$ cat src/monitor_pkg.sv
// constants and types for the housekeeping monitor configuration block
package monitor_pkg;

  // ==========================================================================
  // register map (page-0 byte addresses)
  localparam logic [7:0] ADDR_FIRST       = 8'hD9;  // temperature auto-measure control
  localparam logic [7:0] ADDR_BATT_AUTO   = 8'hDA;
  localparam logic [7:0] ADDR_RAIL_UPPER  = 8'hDB;
  localparam logic [7:0] ADDR_RAIL_LOWER  = 8'hDD;
  localparam logic [7:0] ADDR_BATT_UPPER  = 8'hDF;
  localparam logic [7:0] ADDR_BATT_LOWER  = 8'hE1;
  localparam logic [7:0] ADDR_TEMP_UPPER  = 8'hE3;
  localparam logic [7:0] ADDR_TEMP_LOWER  = 8'hE5;
  localparam logic [7:0] ADDR_OVERHEAT    = 8'hE7;
  localparam logic [7:0] ADDR_DETECTOR    = 8'hE8;
  localparam logic [7:0] ADDR_HOLE        = 8'hE9;  // reserved, never written
  localparam logic [7:0] ADDR_AVERAGING   = 8'hEA;
  localparam logic [7:0] ADDR_ALERT_PEND  = 8'hEC;
  localparam logic [7:0] ADDR_OVHT_PEND   = 8'hED;
  localparam int         NUM_BYTES        = 18;     // 0xD9 .. 0xEA

  // byte indices into the register array
  localparam int IDX_TEMP_AUTO = 0;
  localparam int IDX_BATT_AUTO = 1;
  localparam int IDX_LIMITS    = 2;   // six 16-bit limits, low byte first
  localparam int IDX_OVERHEAT  = 14;
  localparam int IDX_DETECTOR  = 15;
  localparam int IDX_HOLE      = 16;
  localparam int IDX_AVERAGING = 17;

  // field positions
  localparam int AUTO_EN_BIT      = 0;
  localparam int PERIOD_LSB       = 4;
  localparam int OVHT_FLAG_BIT    = 0;
  localparam int OVHT_IRQ_EN_BIT  = 4;
  localparam int DET_PD_BIT       = 1;
  localparam int AVG_INT_LSB      = 0;
  localparam int AVG_EXT_LSB      = 3;
  localparam int MARGIN_SHIFT     = 4;
  localparam logic [2:0] AVG_MAX_CODE = 3'h4;  // 16 samples
  localparam logic [11:0] LIMIT_MAX   = 12'hFFF;

  // values after reset, one per byte of the array
  localparam logic [7:0] BYTE_RESET [0:NUM_BYTES-1] = '{
    8'h00, 8'h00,
    8'hFF, 8'h0F, 8'h00, 8'h00,   // rail upper / lower
    8'hFF, 8'h0F, 8'h00, 8'h00,   // battery upper / lower
    8'hFF, 8'h0F, 8'h00, 8'h00,   // temperature upper / lower
    8'h00, 8'h04, 8'h00, 8'h00
  };

  // ==========================================================================
  // timing
  localparam int CLOCK_PERIOD_NS = 20;
  localparam int MILLISECOND_NS  = 1000000;
  localparam int MS_CYCLES       = MILLISECOND_NS / CLOCK_PERIOD_NS;

  // ==========================================================================
  // monitored channels and carriers
  localparam int NUM_CHANNELS = 3;
  localparam logic [1:0] CHAN_RAIL = 2'h0;
  localparam logic [1:0] CHAN_BATT = 2'h1;
  localparam logic [1:0] CHAN_TEMP = 2'h2;

  typedef struct packed {
    logic        valid;
    logic [1:0]  chan;
    logic [11:0] data;
  } conversion_t;

  typedef struct packed {
    logic [NUM_CHANNELS-1:0] high;
    logic [NUM_CHANNELS-1:0] low;
  } alert_t;

endpackage

$ cat src/monitor_adc_threshold_config.sv
// register file, periodic scheduler, averaging and limit checking for the monitor
`timescale 1ns/1ps

module monitor_adc_threshold_config
  import monitor_pkg::*;
#(
  parameter int MS_COUNT = MS_CYCLES
) (
  input  wire logic                          clock,
  input  wire logic                          rstn,
  input  wire logic [7:0]                    reg_addr,
  input  wire logic                          reg_wr,
  input  wire logic [7:0]                    reg_wdata,
  input  wire logic                          reg_rd,
  output logic      [7:0]                    reg_rdata,
  input  wire conversion_t                   conversion,
  input  wire logic [NUM_CHANNELS-1:0][3:0]  channel_margin,
  input  wire logic                          die_overheat_sense,
  output logic                               temperature_measure_req,
  output logic                               battery_measure_req,
  output conversion_t                        averaged,
  output alert_t                             alert,
  output logic                               detector_power_down,
  output logic                               die_overheat_irq,
  output logic      [2:0]                    internal_channel_avg_count,
  output logic      [2:0]                    external_channel_avg_count
);

  // ==========================================================================
  // byte register array
  // one byte per address of the span; the reserved byte inside it is never stored
  logic [7:0] regs [0:NUM_BYTES-1];
  wire  [7:0] rel_addr = reg_addr - ADDR_FIRST;
  wire        in_array = (reg_addr >= ADDR_FIRST) && (reg_addr <= ADDR_AVERAGING);

  // each byte is its own flop group; limits are split low byte then high byte
  // a limit changes one byte at a time, so the host writes both halves before relying on it
  genvar gi;
  generate
    for (gi = 0; gi < NUM_BYTES; gi++) begin : g_byte
      wire hit = reg_wr && in_array && (rel_addr == 8'(gi)) && (gi != IDX_HOLE);
      // the overheat flag position is never stored so a write cannot fake it
      wire [7:0] keep_mask = (gi == IDX_OVERHEAT) ? 8'h01 : 8'h00;
      always_ff @(posedge clock or negedge rstn) begin
        if (!rstn) begin
          regs[gi] <= BYTE_RESET[gi];
        end else if (hit) begin
          regs[gi] <= reg_wdata & ~keep_mask;
        end
      end
    end
  endgenerate

  // ==========================================================================
  // decoded control fields
  // fields are plain slices of the stored bytes, so software reads back what it wrote
  wire       temperature_periodic_enable = regs[IDX_TEMP_AUTO][AUTO_EN_BIT];
  wire [3:0] temperature_period_exponent = regs[IDX_TEMP_AUTO][PERIOD_LSB +: 4];
  wire       battery_periodic_enable     = regs[IDX_BATT_AUTO][AUTO_EN_BIT];
  wire [3:0] battery_period_exponent     = regs[IDX_BATT_AUTO][PERIOD_LSB +: 4];
  wire       die_overheat_irq_enable     = regs[IDX_OVERHEAT][OVHT_IRQ_EN_BIT];
  wire [2:0] avg_int_code                = regs[IDX_AVERAGING][AVG_INT_LSB +: 3];
  wire [2:0] avg_ext_code                = regs[IDX_AVERAGING][AVG_EXT_LSB +: 3];

  // level outputs come straight from register bits, with no extra stage
  assign detector_power_down        = regs[IDX_DETECTOR][DET_PD_BIT];
  assign internal_channel_avg_count = avg_int_code;
  assign external_channel_avg_count = avg_ext_code;

  // reserved averaging codes fall back to single samples rather than stall
  wire [2:0] avg_shift = (avg_int_code > AVG_MAX_CODE) ? 3'h0 : avg_int_code;

  // ==========================================================================
  // millisecond time base shared by both periodic schedulers
  // free-running, so the first period after enabling is up to one millisecond short;
  // sharing one divider keeps the two schedulers on the same tick
  logic [$clog2(MS_COUNT)-1:0] ms_div;
  wire ms_tick = (ms_div == ($clog2(MS_COUNT))'(MS_COUNT - 1));

  // wraps after MS_COUNT cycles, one tick per millisecond
  always_ff @(posedge clock or negedge rstn) begin
    if (!rstn) begin
      ms_div <= '0;
    end else begin
      ms_div <= ms_tick ? '0 : ms_div + 1'b1;
    end
  end

  // ==========================================================================
  // periodic request generators: index 0 temperature, 1 battery
  // packed pairs let one generate loop serve both schedulers
  wire [1:0]      sched_en  = {battery_periodic_enable, temperature_periodic_enable};
  wire [1:0][3:0] sched_exp = {battery_period_exponent, temperature_period_exponent};
  logic [1:0]     sched_req;

  generate
    for (gi = 0; gi < 2; gi++) begin : g_sched
      // a 16-bit count covers the longest period of 2^15 milliseconds
      logic [15:0] ms_count;
      wire  [15:0] period_ms = 16'h0001 << sched_exp[gi];
      wire         expire    = ms_tick && (ms_count == period_ms - 16'h0001);
      // disabling clears the count so re-enabling starts a fresh period, its first millisecond possibly short
      always_ff @(posedge clock or negedge rstn) begin
        if (!rstn) begin
          ms_count      <= '0;
          sched_req[gi] <= 1'b0;
        end else begin
          sched_req[gi] <= sched_en[gi] && expire;
          if (!sched_en[gi] || expire) begin
            ms_count <= '0;
          end else if (ms_tick) begin
            ms_count <= ms_count + 16'h0001;
          end
        end
      end
    end
  endgenerate

  // requests are registered one-cycle pulses
  assign temperature_measure_req = sched_req[0];
  assign battery_measure_req     = sched_req[1];

  // ==========================================================================
  // averaging and hysteresis compare, one lane per monitored quantity
  // result_* holds each lane's published mean, *_state its alert levels
  logic [NUM_CHANNELS-1:0]       result_valid;
  logic [NUM_CHANNELS-1:0][11:0] result_data;
  logic [NUM_CHANNELS-1:0]       high_state;
  logic [NUM_CHANNELS-1:0]       low_state;
  logic [NUM_CHANNELS-1:0]       high_prev;
  logic [NUM_CHANNELS-1:0]       low_prev;

  generate
    for (gi = 0; gi < NUM_CHANNELS; gi++) begin : g_lane
      // sixteen full-scale samples fit the 16-bit sum without overflow
      logic [15:0] sum;
      logic [4:0]  count;
      // samples of other lanes and the unused channel code pass by untouched
      wire         take     = conversion.valid && (conversion.chan == 2'(gi));
      wire  [15:0] new_sum  = sum + {4'h0, conversion.data};
      wire  [4:0]  new_cnt  = count + 5'h01;
      // >= rather than == so a code lowered mid-block ends that block on its next sample
      wire  [4:0]  target   = 5'h01 << avg_shift;
      wire         complete = take && (new_cnt >= target);
      wire  [15:0] mean     = new_sum >> avg_shift;

      // limits: upper at the lane's first word, lower right after it
      wire [11:0] upper = {regs[IDX_LIMITS + 4*gi + 1][3:0], regs[IDX_LIMITS + 4*gi]};
      wire [11:0] lower = {regs[IDX_LIMITS + 4*gi + 3][3:0], regs[IDX_LIMITS + 4*gi + 2]};
      // one margin step is 16 counts: the four bits sit just above the lowest nibble
      wire [12:0] margin = {5'h00, channel_margin[gi], 4'h0};

      // 13-bit sums catch overflow, borrow shows as bit 12 on subtraction
      wire [12:0] up_plus  = {1'b0, upper} + margin;
      wire [12:0] up_minus = {1'b0, upper} - margin;
      wire [12:0] lo_plus  = {1'b0, lower} + margin;
      wire [12:0] lo_minus = {1'b0, lower} - margin;
      wire [11:0] hi_set   = up_plus[12]  ? LIMIT_MAX : up_plus[11:0];
      wire [11:0] hi_clr   = up_minus[12] ? 12'h000   : up_minus[11:0];
      wire [11:0] lo_clr   = lo_plus[12]  ? LIMIT_MAX : lo_plus[11:0];
      wire [11:0] lo_set   = lo_minus[12] ? 12'h000   : lo_minus[11:0];
      // thresholds are compared against the published mean, not the raw sample
      wire [11:0] res      = result_data[gi];

      // accumulate until the selected count is reached, then publish the mean
      always_ff @(posedge clock or negedge rstn) begin
        if (!rstn) begin
          sum              <= '0;
          count            <= '0;
          result_valid[gi] <= 1'b0;
          result_data[gi]  <= '0;
        end else begin
          result_valid[gi] <= complete;
          if (complete) begin
            sum             <= '0;
            count           <= '0;
            result_data[gi] <= mean[11:0];
          end else if (take) begin
            sum   <= new_sum;
            count <= new_cnt;
          end
        end
      end

      // between the two thresholds the state holds, giving the hysteresis band
      always_ff @(posedge clock or negedge rstn) begin
        if (!rstn) begin
          high_state[gi] <= 1'b0;
          low_state[gi]  <= 1'b0;
        end else if (result_valid[gi]) begin
          if (res > hi_set) begin
            high_state[gi] <= 1'b1;
          end else if (res <= hi_clr) begin
            high_state[gi] <= 1'b0;
          end
          if (res < lo_set) begin
            low_state[gi] <= 1'b1;
          end else if (res >= lo_clr) begin
            low_state[gi] <= 1'b0;
          end
        end
      end
    end
  endgenerate

  // one lane at most completes per cycle, since one sample arrives per cycle;
  // the priority order only keeps the mux free of an unreachable case
  always_ff @(posedge clock or negedge rstn) begin
    if (!rstn) begin
      high_prev <= '0;
      low_prev  <= '0;
      averaged  <= '0;
    end else begin
      high_prev      <= high_state;
      low_prev       <= low_state;
      averaged.valid <= |result_valid;
      averaged.chan  <= result_valid[CHAN_TEMP] ? CHAN_TEMP : result_valid[CHAN_BATT] ? CHAN_BATT : CHAN_RAIL;
      averaged.data  <= result_valid[CHAN_TEMP] ? result_data[CHAN_TEMP] :
                        result_valid[CHAN_BATT] ? result_data[CHAN_BATT] : result_data[CHAN_RAIL];
    end
  end

  // alerts are the raw hysteresis levels; pending bits below catch their rising edges
  assign alert = '{high: high_state, low: low_state};

  // ==========================================================================
  // overheat flag and pending status
  logic       die_overheat_flag;
  logic       overheat_prev;
  logic       overheat_pending;
  logic [7:0] alert_pending;

  // previous copies reset low, matching the idle alert level, so reset makes no false edge
  wire [NUM_CHANNELS-1:0] high_rise = high_state & ~high_prev;
  wire [NUM_CHANNELS-1:0] low_rise  = low_state & ~low_prev;
  // bit layout: 1/2 temperature, 3/4 battery, 5/6 rail; 0 and 7 belong elsewhere
  wire [7:0] alert_events = {1'b0, low_rise[CHAN_RAIL], high_rise[CHAN_RAIL], low_rise[CHAN_BATT],
                             high_rise[CHAN_BATT], low_rise[CHAN_TEMP], high_rise[CHAN_TEMP], 1'b0};
  // write-one-to-clear acts in the write cycle; a set in that same cycle still wins
  wire [7:0] alert_clear  = (reg_wr && reg_addr == ADDR_ALERT_PEND) ? reg_wdata : 8'h00;
  wire       ovht_clear   = reg_wr && (reg_addr == ADDR_OVHT_PEND) && reg_wdata[0];
  // a lasting overheat sets pending once, not again after every clear
  wire       ovht_event   = die_overheat_flag && !overheat_prev;

  // a powered-down detector cannot report, so the flag reads zero then
  always_ff @(posedge clock or negedge rstn) begin
    if (!rstn) begin
      die_overheat_flag <= 1'b0;
      overheat_prev     <= 1'b0;
      overheat_pending  <= 1'b0;
      alert_pending     <= '0;
    end else begin
      die_overheat_flag <= die_overheat_sense && !detector_power_down;
      overheat_prev     <= die_overheat_flag;
      overheat_pending  <= (overheat_pending && !ovht_clear) || ovht_event;
      alert_pending     <= (alert_pending & ~alert_clear) | alert_events;
    end
  end

  // the enable gates only the output, so enabling later still reports an old event
  assign die_overheat_irq = overheat_pending && die_overheat_irq_enable;

  // ==========================================================================
  // read path, one cycle of latency
  // the live flag replaces stored bit 0 of the overheat byte
  wire [7:0] array_byte = (rel_addr == 8'(IDX_OVERHEAT)) ?
                          {regs[IDX_OVERHEAT][7:1], die_overheat_flag} : regs[rel_addr[4:0]];
  // the reserved byte and every address outside the map read zero
  wire [7:0] read_value = (in_array && reg_addr != ADDR_HOLE) ? array_byte :
                          (reg_addr == ADDR_ALERT_PEND) ? alert_pending :
                          (reg_addr == ADDR_OVHT_PEND)  ? {7'h00, overheat_pending} : 8'h00;

  // read data holds until the next read strobe, so the host may pick it up late
  always_ff @(posedge clock or negedge rstn) begin
    if (!rstn) begin
      reg_rdata <= 8'h00;
    end else if (reg_rd) begin
      reg_rdata <= read_value;
    end
  end

endmodule

$ cat config.mk
export PLATFORM = sky130hd
export DESIGN_NAME = monitor_adc_threshold_config
export DESIGN_NICKNAME = d
export VERILOG_FILES = /design/src/monitor_pkg.sv /design/src/monitor_adc_threshold_config.sv
export SDC_FILE = /design/constraint.sdc
export NUM_CORES = 1
export LEC_CHECK = 0
export BUFFER_PORTS_ARGS = -buffer_cell sky130_fd_sc_hd__buf_2
export CORE_ASPECT_RATIO = 1.75
export CORE_UTILIZATION = 45
export CTS_BUF_LIST = sky130_fd_sc_hd__clkbuf_2
export DETAILED_ROUTE_END_ITERATION = 6
export PLACE_DENSITY = 0.71
export SLEW_MARGIN = 5
export SYNTH_ARGS = -nofsm -noshare
export SYNTH_HDL_FRONTEND = slang
export SYNTH_SLANG_ARGS = --single-unit
$ cat constraint.sdc
create_clock -name clock -period 7.04 [get_ports clock]
set_clock_uncertainty 0.2 [all_clocks]
set_input_delay 1.408 -clock clock [delete_from_list [all_inputs] [get_ports clock]]
set_output_delay 1.408 -clock clock [all_outputs]
set_load 0.05 [all_outputs]
==> flow_summary.json <==
{
  "status": "complete, no violations",
  "yosysSeqAreaShare": 0.327,
  "reg2reg_to": "g_lane[1].res[11]",
  "cts_made_buffers": 87,
  "power_frac_seq": 0.361,
  "synth_xor_xnor_area_share": 0.0511,
  "final_cell_mix": "296 x dfrtp_1, 287 x nand2_1, 262 x nor2_1",
  "slew-limit-headroom": 0.220,
  "ys_ff_latch": 333,
  "design_area_um2": 27500,
  "ctsLongestPathBuffers": 3,
  "initial_core_util": 0.456,
  "clock_sinks": 333,
  "antenna_found_initial": 3,
  "grt_pass1_vias": 23289,
  "fin_crit_sh": 0.643,
  "setup-violations-final": 0,
  "dpl.hpwl_um": 64000,
  "finalWirelength_um": 83400,
  "cpPeakStageDelay_ns": 0.64,
  "p_sw_mw": 3.27,
  "cp-endpoint": "g_lane[1].res[11]",
  "drt.antenna.violating_nets": 0,
  "setup.worst_path.end_class": "flip-flop",
  "synthesis.area_um2": 25700,
  "synth_compound_gate_area_share": 0.173,
  "rows": 115,
  "vias_per_cell": 6.02,
  "tightest_slew_ns": 1.16,
  "final_common_cell": "dfrtp_1",
  "fp.coreArea_um2": 56300,
  "cts_tree": "yes",
  "drive_above_1_share": 0.168,
  "power_density_nw_per_um2": 262,
  "finalWorstSetupSlack_ns": 2.52,
  "async_flop_share": 1.00,
  "grt_max_degree": 169,
  "hold_path.class": "input pin to async pin",
  "synth_cell_types": 90,
  "power_mw": 7.19,
  "cts_max_level": 3,
  "crit_start": "internal_channel_avg_count[2]",
  "cts.repair.resized": 0,
  "yosysWarnings": 0,
  "synthesis.instances": 2834,
  "gp_congestion": 0.967,
  "hold_viol": 0,
  "drt_iter0_drc": 1557,
  "worstPathCellList": "nand2b_1 -> nor2_1 -> clkinv_1 -> ha_1 -> nor2_1 -> a21oi_1 -> a21oi_1 -> o21ai_1 -> buf_4 -> nand2_1 -> clkinv_1 -> nand2_1 -> a2111oi_0 -> a211oi_1",
  "cts_hold_buf": 0,
  "dieArea_um2": 58000,
  "synthMuxAreaShare": 0.0977,
  "io_buffer_count": 86,
  "rsz0062_at_grt": "false",
  "placed_area_um2": 26600,
  "finalHoldWorstSlack_ns": 0.0507,
  "p_sw_frac": 0.455,
  "internal_power_mw": 3.92,
  "clkLatencyLatePin_ns": 1.17,
  "cp_max_fo": 22,
  "grt_usage": 0.290,
  "required_ns": 7.82,
  "p_leak_nw": 12.5,
  "pwr-share-clk": 0.197,
  "syn2layout_area_growth_pct": 7.04,
  "final.setup.tns_ns": 0,
  "crit_arrival_ns": 5.31,
  "slowest_stage": "nor2_1",
  "vias": 22406,
  "r2r_setup_slack_ns": 2.52,
  "fin_util": 0.488,
  "crit_type": "flip-flop to flip-flop",
  "synthFlopType": "dfrtp_1",
  "power_frac_comb": 0.442,
  "drc_errors": 0,
  "rr_worst_depth": 14,
  "ctsRootBufferMaster": "clkbuf_2",
  "die_h_um": 318,
  "start_kind": "flip-flop",
  "ios": 87,
  "grt_pass1_wl_um": 130000,
  "wl_per_cell_um": 22.4,
  "dp_cells": 3561,
  "maxCapViolCount": 0,
  "avgSynthCellArea_um2": 9.05,
  "layoutNonFillerInstCount": 3723,
  "post-route-min-period_ns": 4.52,
  "cts.clk_slew.worst_paths_ns": 0.10,
  "reg2reg_from": "internal_channel_avg_count[2]",
  "synthAdderAreaFrac": 0.136,
  "firstDrtPassIters": 6,
  "max_freq_mhz": 221,
  "yosys.area_share.simple": 0.178,
  "synth_edf_count": 0,
  "vdd_drop_max_v": 0.000180,
  "post_cts_buffers": 0,
  "synth_top_family_by_area": "simple AND/OR/NAND/NOR gates",
  "syn_nets": 3151,
  "nets": 3207,
  "pre_cts_ws_ns": 1.67,
  "globalRoute.totalOverflow": 0,
  "slew_violations": 0,
  "die_width_um": 182
}
==> Yosys cell counts, drive strengths merged, types with 8 or more instances <==
| cell | n | area [µm²] |
|---|---|---|
| a211oi | 30 | 225 |
| fa | 15 | 300 |
| nand4 | 42 | 263 |
| o22ai | 22 | 138 |
| a221oi | 13 | 114 |
| a22oi | 15 | 113 |
| inv | 86 | 323 |
| o211ai | 16 | 120 |
| a31oi | 9 | 56.3 |
| a22o | 10 | 87.6 |
| xor2 | 70 | 621 |
| mux2 | 142 | 1600 |
| dfrtp | 296 | 7410 |
| or3 | 12 | 75.1 |
| dfstp | 37 | 972 |
| ha | 254 | 3180 |
| o21bai | 18 | 135 |
| nor3 | 43 | 215 |
| xnor2 | 78 | 691 |
| nand2 | 290 | 1100 |
| nand2b | 62 | 395 |
| mux2i | 45 | 450 |
| o31ai | 40 | 305 |
| and3 | 25 | 156 |
| a211o | 15 | 131 |
| mux4 | 20 | 458 |
| or2 | 18 | 113 |
| nand3b | 15 | 113 |
| a21o | 63 | 473 |
| and2 | 14 | 87.6 |
| nor2 | 264 | 996 |
| nor4 | 16 | 100 |
| a21oi | 167 | 836 |
| a2111oi | 8 | 76.3 |
| buf | 38 | 219 |
| nand3 | 70 | 400 |
| clkbuf | 110 | 415 |
| nor2b | 51 | 319 |
| o21ai | 186 | 931 |
| nor3b | 8 | 60.1 |
==> final cells by class <==
class	instances	area, µm²
multi-input cells	2264	16300
diodes	1	2.50
well taps	760	951
fillers	5245	28800
clock inverters	32	170
repair buffers	115	671
clock buffers	129	646
inverters	89	334
flip-flops and latches	333	8380
==> worst max-delay path: cells and delay by family, from the launching register on <==
kind                       cells  cell delay [ns]
buffers and inverters          3             0.84
and+or+nand+nor                5             1.48
adders and majority gates      1             0.34
DFF                            1             0.59
AOI/OAI and AO/OA              5             0.95
==> kinds of logic after synthesis <==
kind of cell,Yosys count
multiplexers,207
flip-flops,333
XOR/XNOR,148
adder cells (fa/ha/maj),270
AND/OR/NAND/NOR,949
AO/OA/AOI/OAI,690
buffers and inverters,237
==> layer usage <==
metal	part of all wire	up-vias	GRT usage
met1	0.35	10862	0.287
met5	0.00016	-	0
li1	-	10368	-
met3	0.050	344	0.0500
met2	0.50	830	0.508
met4	0.10	2	0.273
==> how the worst min path moves through the flow <==
stage	end	cells after the start
6_report	ms_div[4]	1
5_1_grt	ms_div[4]	1
4_1_cts	ms_div[4]	1
3_5_place_dp	overheat_pending	1
3_3_place_gp	alert_pending[1]	1
2_1_floorplan	overheat_prev	0
==> flip-flops by register name (all words and copies together), names as in the netlist, 3 cells and up <==
register,count
g_lane.upper,36
battery_period_exponent,4
g_sched.ms_count,32
high_prev,3
internal_channel_avg_count,3
reg_rdata,8
ms_div,16
g_lane.sum,48
alert_pending,8
alert,6
regs,50
low_prev,3
g_lane.count,15
result_valid,3
external_channel_avg_count,3
g_lane.res,36
g_lane.lower,36
averaged,15
==> power by group through the flow <==
stage          Clock, mW  Sequential, mW  Combinational (mW)
2_1_floorplan          0            2.61                2.12
3_3_place_gp           0            2.62                3.03
3_5_place_dp           0            2.62                3.15
4_1_cts             1.46            2.59                3.16
5_1_grt             1.55            2.63                3.55
6_report            1.42            2.60                3.17
No activity file was read; power rests on OpenSTA's default activity.
